[src/include/core_exec_pkg.sv]
/*
  Package for the instruction decode and execute block: instruction
  field positions, opcode patterns, flag positions, reset values and
  the instruction-cycle timing constants.
  Assumes a single 125 MHz clock.
*/
package core_exec_pkg;

  // ----------------------------------------------------------------
  // Word and field layout
  // ----------------------------------------------------------------
  localparam int INSTR_W      = 14;
  localparam int DATA_W       = 8;
  localparam int FILE_ADDR_W  = 7;
  localparam int BIT_SEL_W    = 3;
  localparam int LIT8_W       = 8;
  localparam int LIT11_W      = 11;
  localparam int PC_W         = 13;
  localparam int LATCH_W      = 5;
  localparam int DEST_BIT     = 7;
  localparam int BIT_SEL_LSB  = 7;
  localparam int LATCH_HI     = 4;
  localparam int LATCH_LO     = 3;
  localparam int FILE_MAX     = 8'h7F;

  // ----------------------------------------------------------------
  // Opcode patterns (don't-care bits masked out)
  // ----------------------------------------------------------------
  localparam logic [13:0] MASK_OR_ACCUM  = 14'h3F00;
  localparam logic [13:0] PAT_OR_ACCUM   = 14'h0400;
  localparam logic [13:0] MASK_SKIP_SET  = 14'h3C00;
  localparam logic [13:0] PAT_SKIP_SET   = 14'h1C00;
  localparam logic [13:0] MASK_CALL      = 14'h3800;
  localparam logic [13:0] PAT_CALL       = 14'h2000;
  localparam logic [13:0] MASK_LOAD_LIT  = 14'h3C00;
  localparam logic [13:0] PAT_LOAD_LIT   = 14'h3000;

  // ----------------------------------------------------------------
  // Status flags and reset values
  // ----------------------------------------------------------------
  localparam int FLAG_CARRY   = 0;
  localparam int FLAG_DIGIT   = 1;
  localparam int FLAG_ZERO    = 2;
  localparam logic [2:0] STATUS_RESET = 3'h0;
  localparam logic [7:0] ACCUM_RESET  = 8'h00;
  localparam logic [12:0] PC_RESET    = 13'h0000;

  // ----------------------------------------------------------------
  // Timing: oscillator periods per instruction cycle
  // ----------------------------------------------------------------
  localparam int QUARTERS        = 4;
  localparam int CLK_PERIOD_NS   = 8;
  localparam int OSC_PERIOD_NS   = 8;
  localparam int CLKS_PER_QUARTER =
    (OSC_PERIOD_NS + CLK_PERIOD_NS - 1) / CLK_PERIOD_NS;

endpackage

[src/design/quarter_phase_gen.sv]
/*
  Quarter-phase generator: divides the clock into oscillator periods
  and counts four of them to one instruction cycle.
  Assumes one clock and a synchronous active-low reset.
*/
`timescale 1ns/1ps
module quarter_phase_gen #(
  parameter int CLKS_PER_QUARTER = core_exec_pkg::CLKS_PER_QUARTER
) (
  input  wire logic       clk,
  input  wire logic       reset_n,
  output logic      [1:0] quarter,
  output logic            quarter_tick,
  output logic            cycle_end
);

  localparam int DIV_W = (CLKS_PER_QUARTER > 1) ? $clog2(CLKS_PER_QUARTER) : 1;

  logic [DIV_W-1:0] div_count;

  if (CLKS_PER_QUARTER < 1)
  begin : g_bad_div
    $error("quarter_phase_gen: CLKS_PER_QUARTER must be at least 1");
  end

  assign quarter_tick = (div_count == DIV_W'(CLKS_PER_QUARTER - 1));
  assign cycle_end    = quarter_tick && (quarter == 2'h3);

  // ----------------------------------------------------------------
  // Oscillator-period divider
  // ----------------------------------------------------------------
  always_ff @(posedge clk)
  begin
    if (!reset_n)
      div_count <= '0;
    else if (quarter_tick)
      div_count <= '0;
    else
      div_count <= div_count + DIV_W'(1);
  end

  // ----------------------------------------------------------------
  // Four quarters per instruction cycle
  // ----------------------------------------------------------------
  always_ff @(posedge clk)
  begin
    if (!reset_n)
      quarter <= 2'h0;
    else if (quarter_tick)
      quarter <= quarter + 2'h1;
  end

endmodule

[src/design/instr_exec.sv]
/*
  Instruction decode and execute for a small 8-bit core. Splits each
  14-bit word into fields, runs it over four quarters, writes the
  result to the accumulator or a file register, and inserts an idle
  cycle after a taken skip or a call.
  Assumes program memory presents instr_word for the whole cycle and
  the register file answers file_rdata combinationally from file_addr.
*/
`timescale 1ns/1ps
// Contract
// RULE_01: Every instruction is one 14-bit word
// RULE_02: Destination bit zero writes accumulator, else file
// RULE_03: File address field is 7 bits
// RULE_04: Three-bit field selects bit of register
// RULE_05: Literals are 8 bits, targets 11 bits
// RULE_06: One cycle; two when skipping or branching
// RULE_07: Instruction cycle is four oscillator periods
// RULE_08: Don't-care bits never change execution
// RULE_09: Skip-if-bit-set discards next when bit one
// RULE_10: Call pushes return, loads target and latch
// RULE_11: OR accumulator with file, update zero
// RULE_12: Load literal to accumulator, flags unchanged
// RULE_13: Only defined flags change in status
// RULE_14: Accumulator is internal, never file-addressed
// RULE_15: Decode, read, process, write by quarter
// RULE_16: Idle cycle suppresses all writes
module instr_exec #(
  parameter int CLKS_PER_QUARTER = core_exec_pkg::CLKS_PER_QUARTER
) (
  input  wire logic        clk,
  input  wire logic        reset_n,
  input  wire logic [13:0] instr_word,
  input  wire logic [4:0]  program_counter_upper_latch,
  input  wire logic [7:0]  file_rdata,
  output logic      [6:0]  file_addr,
  output logic      [7:0]  file_wdata,
  output logic             file_we,
  output logic      [12:0] program_counter,
  output logic      [12:0] stack_top_entry,
  output logic             stack_push,
  output logic      [7:0]  accum,
  output logic      [2:0]  status_flags,
  output logic             idle_cycle,
  output logic      [1:0]  quarter,
  output logic             cycle_end
);

  typedef enum logic [2:0] {
    OP_OTHER,
    OP_OR_ACCUM,
    OP_SKIP_SET,
    OP_CALL,
    OP_LOAD_LIT
  } op_t;

  if (CLKS_PER_QUARTER < 1)
  begin : g_bad_div
    $error("instr_exec: CLKS_PER_QUARTER must be at least 1");
  end

  // ----------------------------------------------------------------
  // Quarter timing
  // ----------------------------------------------------------------
  logic quarter_tick;

  quarter_phase_gen #(
    .CLKS_PER_QUARTER (CLKS_PER_QUARTER)
  ) u_phase (
    .clk          (clk),
    .reset_n      (reset_n),
    .quarter      (quarter),
    .quarter_tick (quarter_tick),
    .cycle_end    (cycle_end)
  ); // [RULE_07]

  wire q1_end = quarter_tick && (quarter == 2'h0);
  wire q2_end = quarter_tick && (quarter == 2'h1);
  wire q3_end = quarter_tick && (quarter == 2'h2);

  // ----------------------------------------------------------------
  // Field split
  // ----------------------------------------------------------------
  logic [13:0] instr;
  op_t         op;
  logic        dest_file;
  logic [6:0]  f_field;
  logic [2:0]  bit_sel;
  logic [7:0]  lit8;
  logic [10:0] lit11;

  assign dest_file = instr[core_exec_pkg::DEST_BIT]; // [RULE_02]
  assign f_field   = instr[core_exec_pkg::FILE_ADDR_W-1:0]; // [RULE_03]
  assign bit_sel   = instr[core_exec_pkg::BIT_SEL_LSB +: core_exec_pkg::BIT_SEL_W]; // [RULE_04]
  assign lit8      = instr[core_exec_pkg::LIT8_W-1:0]; // [RULE_05]
  assign lit11     = instr[core_exec_pkg::LIT11_W-1:0]; // [RULE_05]

  // ----------------------------------------------------------------
  // Decode; masked compare ignores don't-care bits
  // ----------------------------------------------------------------
  function automatic op_t decode(input logic [13:0] w);
    op_t res;
    res = OP_OTHER;
    if ((w & core_exec_pkg::MASK_OR_ACCUM) == core_exec_pkg::PAT_OR_ACCUM)
      res = OP_OR_ACCUM;
    else if ((w & core_exec_pkg::MASK_SKIP_SET) == core_exec_pkg::PAT_SKIP_SET)
      res = OP_SKIP_SET;
    else if ((w & core_exec_pkg::MASK_CALL) == core_exec_pkg::PAT_CALL)
      res = OP_CALL;
    else if ((w & core_exec_pkg::MASK_LOAD_LIT) == core_exec_pkg::PAT_LOAD_LIT)
      res = OP_LOAD_LIT; // [RULE_08]
    return res;
  endfunction

  // Q1: latch the word and its decoded type
  always_ff @(posedge clk)
  begin
    if (!reset_n)
    begin
      instr <= 14'h0000;
      op    <= OP_OTHER;
    end
    else if (q1_end)
    begin
      instr <= instr_word; // [RULE_01] [RULE_15]
      op    <= decode(instr_word);
    end
  end

  // ----------------------------------------------------------------
  // Q2 operand read, Q3 processing
  // ----------------------------------------------------------------
  logic [7:0] operand;
  logic [7:0] result;
  logic       skip_taken;
  logic [7:0] next_result;

  assign file_addr = f_field; // [RULE_14]

  always_ff @(posedge clk)
  begin
    if (!reset_n)
      operand <= 8'h00;
    else if (q2_end)
      operand <= (op == OP_LOAD_LIT) ? lit8 : file_rdata; // [RULE_15]
  end

  always_comb
  begin
    next_result = operand;
    unique case (op)
      OP_OR_ACCUM: next_result = accum | operand; // [RULE_11]
      OP_LOAD_LIT: next_result = operand; // [RULE_12]
      OP_SKIP_SET: next_result = operand;
      OP_CALL:     next_result = operand;
      OP_OTHER:    next_result = operand;
    endcase
  end

  always_ff @(posedge clk)
  begin
    if (!reset_n)
    begin
      result     <= 8'h00;
      skip_taken <= 1'b0;
    end
    else if (q3_end)
    begin
      result     <= next_result; // [RULE_15]
      skip_taken <= (op == OP_SKIP_SET) && operand[bit_sel]; // [RULE_09] [RULE_04]
    end
  end

  // ----------------------------------------------------------------
  // Q4 writeback, gated in an idle cycle
  // ----------------------------------------------------------------
  wire do_write = cycle_end && !idle_cycle; // [RULE_16]

  always_ff @(posedge clk)
  begin
    if (!reset_n)
      accum <= core_exec_pkg::ACCUM_RESET;
    else if (do_write && (op == OP_LOAD_LIT || (op == OP_OR_ACCUM && !dest_file)))
      accum <= result; // [RULE_02] [RULE_12] [RULE_14]
  end

  always_ff @(posedge clk)
  begin
    if (!reset_n)
    begin
      file_we    <= 1'b0;
      file_wdata <= 8'h00;
    end
    else
    begin
      file_we <= do_write && (op == OP_OR_ACCUM) && dest_file; // [RULE_02] [RULE_15]
      if (do_write)
        file_wdata <= result;
    end
  end

  // Only the OR instruction touches a flag, and only zero
  always_ff @(posedge clk)
  begin
    if (!reset_n)
      status_flags <= core_exec_pkg::STATUS_RESET;
    else if (do_write && op == OP_OR_ACCUM)
      status_flags[core_exec_pkg::FLAG_ZERO] <= (result == 8'h00); // [RULE_11] [RULE_13]
  end

  // ----------------------------------------------------------------
  // Program counter, call stack, idle cycle
  // ----------------------------------------------------------------
  always_ff @(posedge clk)
  begin
    if (!reset_n)
    begin
      program_counter <= core_exec_pkg::PC_RESET;
      stack_top_entry <= 13'h0000;
      stack_push      <= 1'b0;
    end
    else
    begin
      stack_push <= do_write && (op == OP_CALL);
      if (do_write && op == OP_CALL)
      begin
        stack_top_entry <= program_counter + 13'h0001; // [RULE_10]
        program_counter <= {program_counter_upper_latch[core_exec_pkg::LATCH_HI:
                                                        core_exec_pkg::LATCH_LO],
                            lit11}; // [RULE_10]
      end
      else if (cycle_end)
        program_counter <= program_counter + 13'h0001;
    end
  end

  // Taken skip or call costs a second, idle cycle
  always_ff @(posedge clk)
  begin
    if (!reset_n)
      idle_cycle <= 1'b0;
    else if (cycle_end)
      idle_cycle <= !idle_cycle && (skip_taken || op == OP_CALL); // [RULE_06] [RULE_09]
  end

endmodule

[config.mk]
export PLATFORM = sky130hd
export DESIGN_NAME = instr_exec
export DESIGN_NICKNAME = d
export VERILOG_FILES = /design/src/include/core_exec_pkg.sv /design/src/design/quarter_phase_gen.sv /design/src/design/instr_exec.sv
export SDC_FILE = /design/constraint.sdc
export NUM_CORES = 1
export LEC_CHECK = 0
export BUFFER_PORTS_ARGS = -buffer_cell sky130_fd_sc_hd__buf_2
export CORE_ASPECT_RATIO = 1.2
export CORE_UTILIZATION = 53
export CTS_CLUSTER_DIAMETER = 150
export DETAILED_ROUTE_END_ITERATION = 16
export PLACE_DENSITY_LB_ADDON = 0.05
export RECOVER_POWER = 50
export SYNTH_ARGS = -nofsm -noshare
export SYNTH_HDL_FRONTEND = slang
export SYNTH_HIERARCHICAL = 1
export SYNTH_SLANG_ARGS = --single-unit
export TNS_END_PERCENT = 5
[constraint.sdc]
create_clock -name clk -period 2.5 [get_ports clk]
set_input_delay 0.5 -clock clk [delete_from_list [all_inputs] [get_ports clk]]
set_output_delay 0.5 -clock clk [all_outputs]
set_load 0.005 [all_outputs]
### Word level (Yosys, flattened, before mapping)

Cells that the tools add are included.

| storage, ports and cells | value |
|---|---|
| flip-flop bits (word level) | 80 |
| output and inout port bits | 58 |

| cells by class | value |
|---|---|
| $add $sub $neg | 3 |
| magnitude comparators | 1 |
| equality and inequality tests | 11 |
| muxes and demuxes | 10 |
| bitwise logic cells | 2 |
| reduce and logical (&&, ||, !) cells | 22 |

Operators by type and width:

| operator | number |
|---|---|
| $mux W13 | 2 |
| $pmux W8 S2 | 1 |
| $add A13 B1 Y13 const B | 1 |
| $logic_and A1 B1 Y1 | 12 |
| $mux W3 | 4 |
| $logic_not A8 Y1 | 1 |
| $mux W8 | 1 |
| $or A8 B8 Y8 | 1 |
| $eq A3 B2 Y1 const B | 2 |
| $eq A3 B3 Y1 const B | 2 |
| $eq A6 B3 Y1 const B | 1 |
| $eq A2 B2 Y1 const B | 2 |
| $eq A4 B3 Y1 const B | 1 |
| $eq A4 B4 Y1 const B | 1 |
| $lt A3 B4 Y1 const B | 1 |
| $reduce_or A4 Y1 | 1 |
| $bmux W1 S3 | 1 |
| $eq A3 B1 Y1 const B | 1 |
| $logic_not A3 Y1 | 1 |
| $add A2 B1 Y2 const B | 1 |
| $eq A2 B1 Y1 const B | 1 |
| $logic_not A1 Y1 | 2 |
| $logic_not A2 Y1 | 1 |
| $logic_or A1 B1 Y1 | 2 |
| 5 further kinds | 5 |

### Logic depth before layout (Yosys ltp)

Gate-level depths: netlist (run 1).

| depth | value |
|---|---|
| depth in word-level cells | 5 |
| mapped depth | 8 |

### Hierarchy

The synthesis (run 1) kept the hierarchy.

Modules (own cells, without submodules):

| module | times used | cells an instance | area an instance (µm²) |
|---|---|---|---|
| instr_exec | 1 | 407 | 3450.8 |
| quarter_phase_gen | 1 | 11 | 120.1 |

### Least setup slack after synthesis (run 1)

Ideal clock, no wire load.

| path | value |
|---|---|
| path type | register to register |
| start point | register u_phase.quarter[0] |
| end point | register program_counter[9] |
| arrival | 1.812 ns |
| slack | 0.607 ns |
| cell stages (with the launch flop) | 7 |
| cell sequence | dfxtp_1 > ha_1 > and2b_2 > and4bb_4 > and2_4 > or4b_1 > a41oi_1 |

| between the ends | value |
|---|---|
| cells in the longest elaborated chain, start to end | 5 |
| elaborated cells on any way between the ends | 6 |

RTL lines:

| what | RTL line | RTL |
|---|---|---|
| start, declared | quarter_phase_gen.sv:12 | `output logic [1:0] quarter,` |
| start signal, assigned | quarter_phase_gen.sv:50 | `quarter <= quarter + 2'h1;` |
| $eq A2 B2 Y1 (*) | quarter_phase_gen.sv:27 | `assign cycle_end = quarter_tick && (quarter == 2'h3);` |
| $logic_and A1 B1 Y1 (*) | quarter_phase_gen.sv:27 |  |
| net cycle_end | instr_exec.sv:45 | `output logic cycle_end` |
| $logic_and A1 B1 Y1 | instr_exec.sv:176 | `wire do_write = cycle_end && !idle_cycle;` |
| $logic_and A1 B1 Y1 | instr_exec.sv:224 | `if (do_write && op == OP_CALL)` |
| $mux W13 or $reduce_bool A2 Y1 (tied branches) | n/a |  |
| end signal, assigned | instr_exec.sv:217 | `program_counter <= core_exec_pkg::PC_RESET;` |
| end signal, assigned | instr_exec.sv:227 | `program_counter <= {program_counter_upper_latch[core_exec_pkg::LATCH_HI:` |
| end signal, assigned | instr_exec.sv:232 | `program_counter <= program_counter + 13'h0001;` |
| end, declared | instr_exec.sv:38 | `output logic [12:0] program_counter,` |

Mark *: on every way through the listed nets, which the timed path passes. The rest lies on a longest branch.
A chain may end at the register's enable or synchronous reset.

### Final worst setup path (run 1)

| path | value |
|---|---|
| start point | register u_phase.quarter[0] |
| end point | register program_counter[9] |

| between the ends | value |
|---|---|
| cells in the longest elaborated chain, start to end | 5 |
| elaborated cells on any way between the ends | 6 |

RTL lines:

| what | RTL line |
|---|---|
| $eq A2 B2 Y1 (*) | quarter_phase_gen.sv:27 |
| $logic_and A1 B1 Y1 (*) | quarter_phase_gen.sv:27 |
| $logic_and A1 B1 Y1 | instr_exec.sv:176 |
| $logic_and A1 B1 Y1 | instr_exec.sv:224 |
| $mux W13 or $reduce_bool A2 Y1 (tied branches) | n/a |

Every way passes the cells marked *; elsewhere a longest branch is shown, timed or not.

==> flow_summary.ini, run 1 <==
[detailed_routing]
wl_um = 8300
avgViaCountPerCell = 5.52
wl_per_cell_um = 14.5
drt_iter0_markers = 156
ant_nets = 0
drc = 0
num_vias = 3154
drt_pre_antenna_iters = 4

[sta]
worst_slack_ps = 385
fin_skew_ps = 13.4
drv_slew = 0
fmax_mhz = 473
finalHoldViolations = 0
tns_ps = 0
tightest_slew_ps = 596
setup_viol = 0
slew_headroom = 0.602
rsz0062_at_grt = false
post-route-min-period_ps = 2120
min_period_over_period = 0.846

[worst_setup_path]
cp_cell_sequence = ha_1 > and2b_2 > and4bb_4 > and2_4 > or4b_1 > a41oi_1
crit_fanout = 42
cp-end-kind = flip-flop
cp-start-kind = flip-flop
max_stage_delay_ps = 530
critPathRequiredTime_ps = 2770
reg2reg_slack_ps = 380
path_depth = 6
slowest_stage = or4b_1
r2r-start = u_phase/quarter[0]
path_class = flip-flop to flip-flop
critical-path-top-delay-family = simple AND/OR/NAND/NOR gates
reg2reg_depth = 6
crit_end = program_counter[9]
crit_arrival_ps = 2380
path_buf_inv = 0
startpoint = u_phase/quarter[0]
r2r-end = program_counter[9]

[clocking]
cts_tree = done
clk_latency_ps = 340
clockBufferDepth = 2
h-tree-depth = 3
cts_buffers = 9
root_buffer = clkbuf_8
clkSinkCount = 80
ctsHoldBuffers = 0
post-cts-setup-buffers = 0
cts_resized = 0
clkTransAtPathRegs_ps = 90

[place]
dp_hpwl_um = 5810
portBuffers = 81
dp_slack_ps = 390
place_congestion = 0.783

[floorplanning]
rows = 32
coreArea_um2 = 6490
ioPinCount = 87
die_w_um = 76.9
start_util = 0.551
die-area_um2 = 7070
die_h_um = 91.9

[logic_synthesis]
seq_area_frac_synth = 0.448
ys.flop_type = dfxtp_1
syn_avg_cell_area_um2 = 8.54
synth_seq_cells = 80
synth_cell_types = 52
synthCells = 418
netlist_area_um2 = 3570
synthArstFlopShare = 0
yosys_warnings = 6
synth_edf_count = 0

[final_layout]
drive_above_1_share = 0.198
insertedDiodeCount = 0
multi_input_area_um2 = 1780
register_area_um2 = 1600
fill_cells = 608
final_common_cell = dfxtp_1
final_nets = 512
area_growth_pct = 16.1
layout_common_cells = dfxtp_1 (80), buf_2 (64), a21oi_1 (58), nand2_1 (57), nor2_1 (26)

[power_and_ir_drop]
internal_power_w = 0.00190
p_clk_frac = 0.379
ir_drop_v = 0.000377
switching_share = 0.253
p_per_area_nw_per_um2 = 615
switching_power_w = 0.000646
comb_power_share = 0.080
p_leak_nw = 1.66
pwr-share-seq = 0.540

[outcome]
outcome = finished clean

[grt]
grt_pass1_wl_um = 14000
grt_max_degree = 43
grt_usage = 0.249
grt.overflow.total = 0
antenna_found_initial = 0
grt_pass1_vias = 2901

[flow_run]
cap_violations = 0

[min_path]
hold_path.class = input port to flip-flop
-- synthesized netlist by cell type, drive strengths merged (5+ instances only) --
| cell | count | area [um2] |
|---|---|---|
| clkbuf | 21 | 78.8 |
| xor2 | 5 | 43.8 |
| nand3 | 12 | 65.1 |
| nand2b | 7 | 43.8 |
| o22ai | 6 | 37.5 |
| o21ai | 21 | 105 |
| dfxtp | 80 | 1600 |
| a211oi | 12 | 90.1 |
| nor2b | 7 | 43.8 |
| buf | 15 | 104 |
| nor2 | 27 | 104 |
| a21oi | 58 | 290 |
| nor3 | 5 | 25.0 |
| nand2 | 57 | 214 |
| mux2i | 20 | 200 |
-- area by class of cell --
type                    count  area share
repair buffers             87       0.107
multi-input cells         300       0.429
flip-flops and latches     80       0.386
clock buffers              10      0.0332
well taps                  85      0.0257
inverters                   3     0.00272
clock inverters             6      0.0163
-- cells by family after synthesis --
logic type / after synthesis / share of synthesized area
XOR/XNOR: 9 / 0.0221
AND/OR/NAND/NOR: 145 / 0.207
AO/OA/AOI/OAI: 119 / 0.194
other: 2 / 0.00210
buffers and inverters: 39 / 0.0543
flip-flops: 80 / 0.448
adder cells (fa/ha/maj): 2 / 0.00701
multiplexers: 22 / 0.0655
-- stage by stage --
stage	utilization	total power [W]	hold slack (ps)	cell area [um2]	std cells
after floorplan	-	0.00153	437	3570	419
after global placement	0.611	0.00161	442	3960	555
after detailed placement	0.611	0.00161	446	3960	555
after CTS	0.642	0.00257	386	4170	571
after global routing	0.639	0.00266	394	4150	571
final	0.639	0.00255	395	4150	571
-- worst min-delay path by stage --
stage,from,to,slack (ps),cells after the start
6_report,instr_word[4],instr[4],400,3
5_1_grt,instr_word[0],instr[0],390,3
4_1_cts,instr_word[4],instr[4],390,3
3_5_place_dp,file_wdata[6],file_wdata[6],450,2
3_3_place_gp,file_wdata[4],file_wdata[4],440,2
2_1_floorplan,instr[10],instr[10],440,2
-- layer usage --
layer,vias up,global-route usage,share of wire
met2,99,0.413,0.48
li1,1609,-,-
met3,12,0.0388,0.044
met1,1434,0.328,0.47
met4,0,0.0881,0.013
met5,-,0,0
-- sequential cells by signal, summed over array words and instances, names as in the netlist --
signal and flops:
op 3, u_phase/quarter 2, instr 11, stack_push 1, program_counter 13, result 8
operand 8, stack_top_entry 13, file_wdata 8, accum 8, file_we 1, u_phase/div_count 1
skip_taken 1, idle_cycle 1, status_flags 1
-- power by group through the flow --
stage / clock network [W] / logic (W) / registers (W)
after floorplan: 0 / 0.000150 / 0.00138
after global placement: 0 / 0.000202 / 0.00140
after detailed placement: 0 / 0.000206 / 0.00141
after CTS: 0.000985 / 0.000207 / 0.00138
after global routing: 0.00104 / 0.000232 / 0.00138
final: 0.000967 / 0.000205 / 0.00138
-- worst reg2reg max path, stage by stage, from the launching register on --
cell and delay [ps]:
dfxtp_1 380, ha_1 210, and2b_2 210, and4bb_4 240, and2_4 280, or4b_1 540
a41oi_1 190
(Power assumes the default switching activity.)
==> inputs of run 2 (changes only) <==
- CORE_UTILIZATION: 53 -> 48
- clock period: 2.5 -> 1.8 ns (I/O delays scaled with it)
==> run 2 against run 1 <==
Against the previous run: the flow now finishes with violations (setup timing); non-clock buffer count up 29; power rose by 39%; highest routed layer unchanged; via count grew 4.8%; cell count grew 5.6%; hold slack got worse by 160 ps; largest cell class unchanged.
==> flow_summary.ini, run 2 (synthesized netlist as in run 1, its figures left out) <==
[worst_setup_path]
path_class = flip-flop to flip-flop
path_buf_inv = 0
cp-end-kind = flip-flop
crit_arrival_ps = 2100
slowest_stage = or4_1
critPathRequiredTime_ps = 2090
cp_cell_sequence = ha_1 > and2b_2 > and4bb_4 > and2_4 > or4_1 > a31oi_1
max_stage_delay_ps = 510
cp-start-kind = flip-flop
reg2reg_slack_ps = -20
critical-path-top-delay-family = simple AND/OR/NAND/NOR gates
crit_fanout = 9

[sta]
rsz0062_at_grt = true
setup_viol = 2
drv_slew = 0
timing.hold.ws_ps = 233
finalHoldViolations = 0
min_period_over_period = 1.01
fin_skew_ps = 12.0
fmax_mhz = 551
tightest_slew_ps = 562
slew_headroom = 0.625
post-route-min-period_ps = 1820
worst_slack_ps = -15.1

[final_layout]
final_nets = 541
layout_common_cells = dfxtp_1 (79), a21oi_1 (58), nand2_1 (57), buf_2 (52), clkbuf_1 (38)
area_growth_pct = 21.7
insertedDiodeCount = 0
final_common_cell = dfxtp_1
largestRegisters = program_counter x13, stack_top_entry x13, instr x11
drive_above_1_share = 0.209

[clocking]
cts_buffers = 9
h-tree-depth = 3
ctsHoldBuffers = 0
root_buffer = clkbuf_8
clk_latency_ps = 350
clockBufferDepth = 2
cts_tree = done
clkSinkCount = 80
clkTransAtPathRegs_ps = 80

[place]
dp_hpwl_um = 6680
portBuffers = 81
place_congestion = 0.897
dp_slack_ps = 8.60

[min_path]
hold_path.class = input port to flip-flop

[floorplanning]
die_h_um = 96.5
ioPinCount = 87
rows = 34
die-area_um2 = 7790
coreArea_um2 = 7230
die_w_um = 80.7
start_util = 0.494

[detailed_routing]
drt_iter0_markers = 119
ant_nets = 0
wl_per_cell_um = 15.3
drt_pre_antenna_iters = 7
wl_um = 9230
avgViaCountPerCell = 5.48
drc = 0
num_vias = 3305

[grt]
grt_pass1_vias = 2847
grt_max_degree = 43
grt_pass1_wl_um = 14500
grt.overflow.total = 0
grt_usage = 0.249
antenna_found_initial = 0

[power_and_ir_drop]
power.total_w = 0.00353
p_per_area_nw_per_um2 = 813
ir_drop_v = 0.000414
p_leak_nw = 1.72

[outcome]
violations = setup timing
outcome = finished, violations left

[flow_run]
cap_violations = 0
## run 2: path summary, 6_finish.rpt
kind / startpoint / to / depth (start not counted)
hold reg to reg: file_wdata[4] / file_wdata[4] / 2
setup / recovery: u_phase/quarter[0] / program_counter[11] / 6
hold / removal: instr_word[6] / instr[6] / 3
setup reg to reg: u_phase/quarter[0] / program_counter[11] / 6
## run 2: area by class of cell
cell class | count | area, um2
Inverter | 3 | 11.3
Clock buffer | 11 | 141
Sequential cell | 80 | 1610
Tap cell | 90 | 113
Fill cell | 723 | 2890
Clock inverter | 3 | 45.0
Multi-Input combinational cell | 300 | 1800
Timing Repair Buffer | 116 | 631
## run 2: tightest hold or removal path: stages
cell and delay [ps]:
buf_2 90, nand2_1 40, a21oi_1 50
## run 2: where the power goes
| part | internal, W | total [W] | switching [W] | leakage [nW] |
|---|---|---|---|---|
| clock network | 0.000665 | 0.00131 | 0.000646 | 0.0875 |
| registers | 0.00183 | 0.00191 | 0.0000770 | 0.650 |
| logic | 0.000144 | 0.000318 | 0.000174 | 0.985 |
## run 2: per-layer routing
metal | part of all wire | vias to the layer above | track usage
met2 | 0.49 | 70 | 0.410
met3 | 0.032 | 14 | 0.0338
li1 | - | 1657 | -
met5 | 0 | - | 0
met4 | 0.019 | 0 | 0.109
met1 | 0.46 | 1564 | 0.325
## run 2: per-stage QoR
stage	TNS [ps]	area [um2]	std cells	utilization
2_1_floorplan	-18.4	3580	419	-
3_3_place_gp	0	4200	589	0.581
3_5_place_dp	0	4200	589	0.581
4_1_cts	-50.3	4400	603	0.608
5_1_grt	-428	4350	603	0.601
6_report	-18.8	4350	603	0.601
## run 2: timing repair
action | CTS | global route
endpoints found under the setup margin | 4 | 17
buffers inserted | 0 | 0
resized for setup | 2 | 4
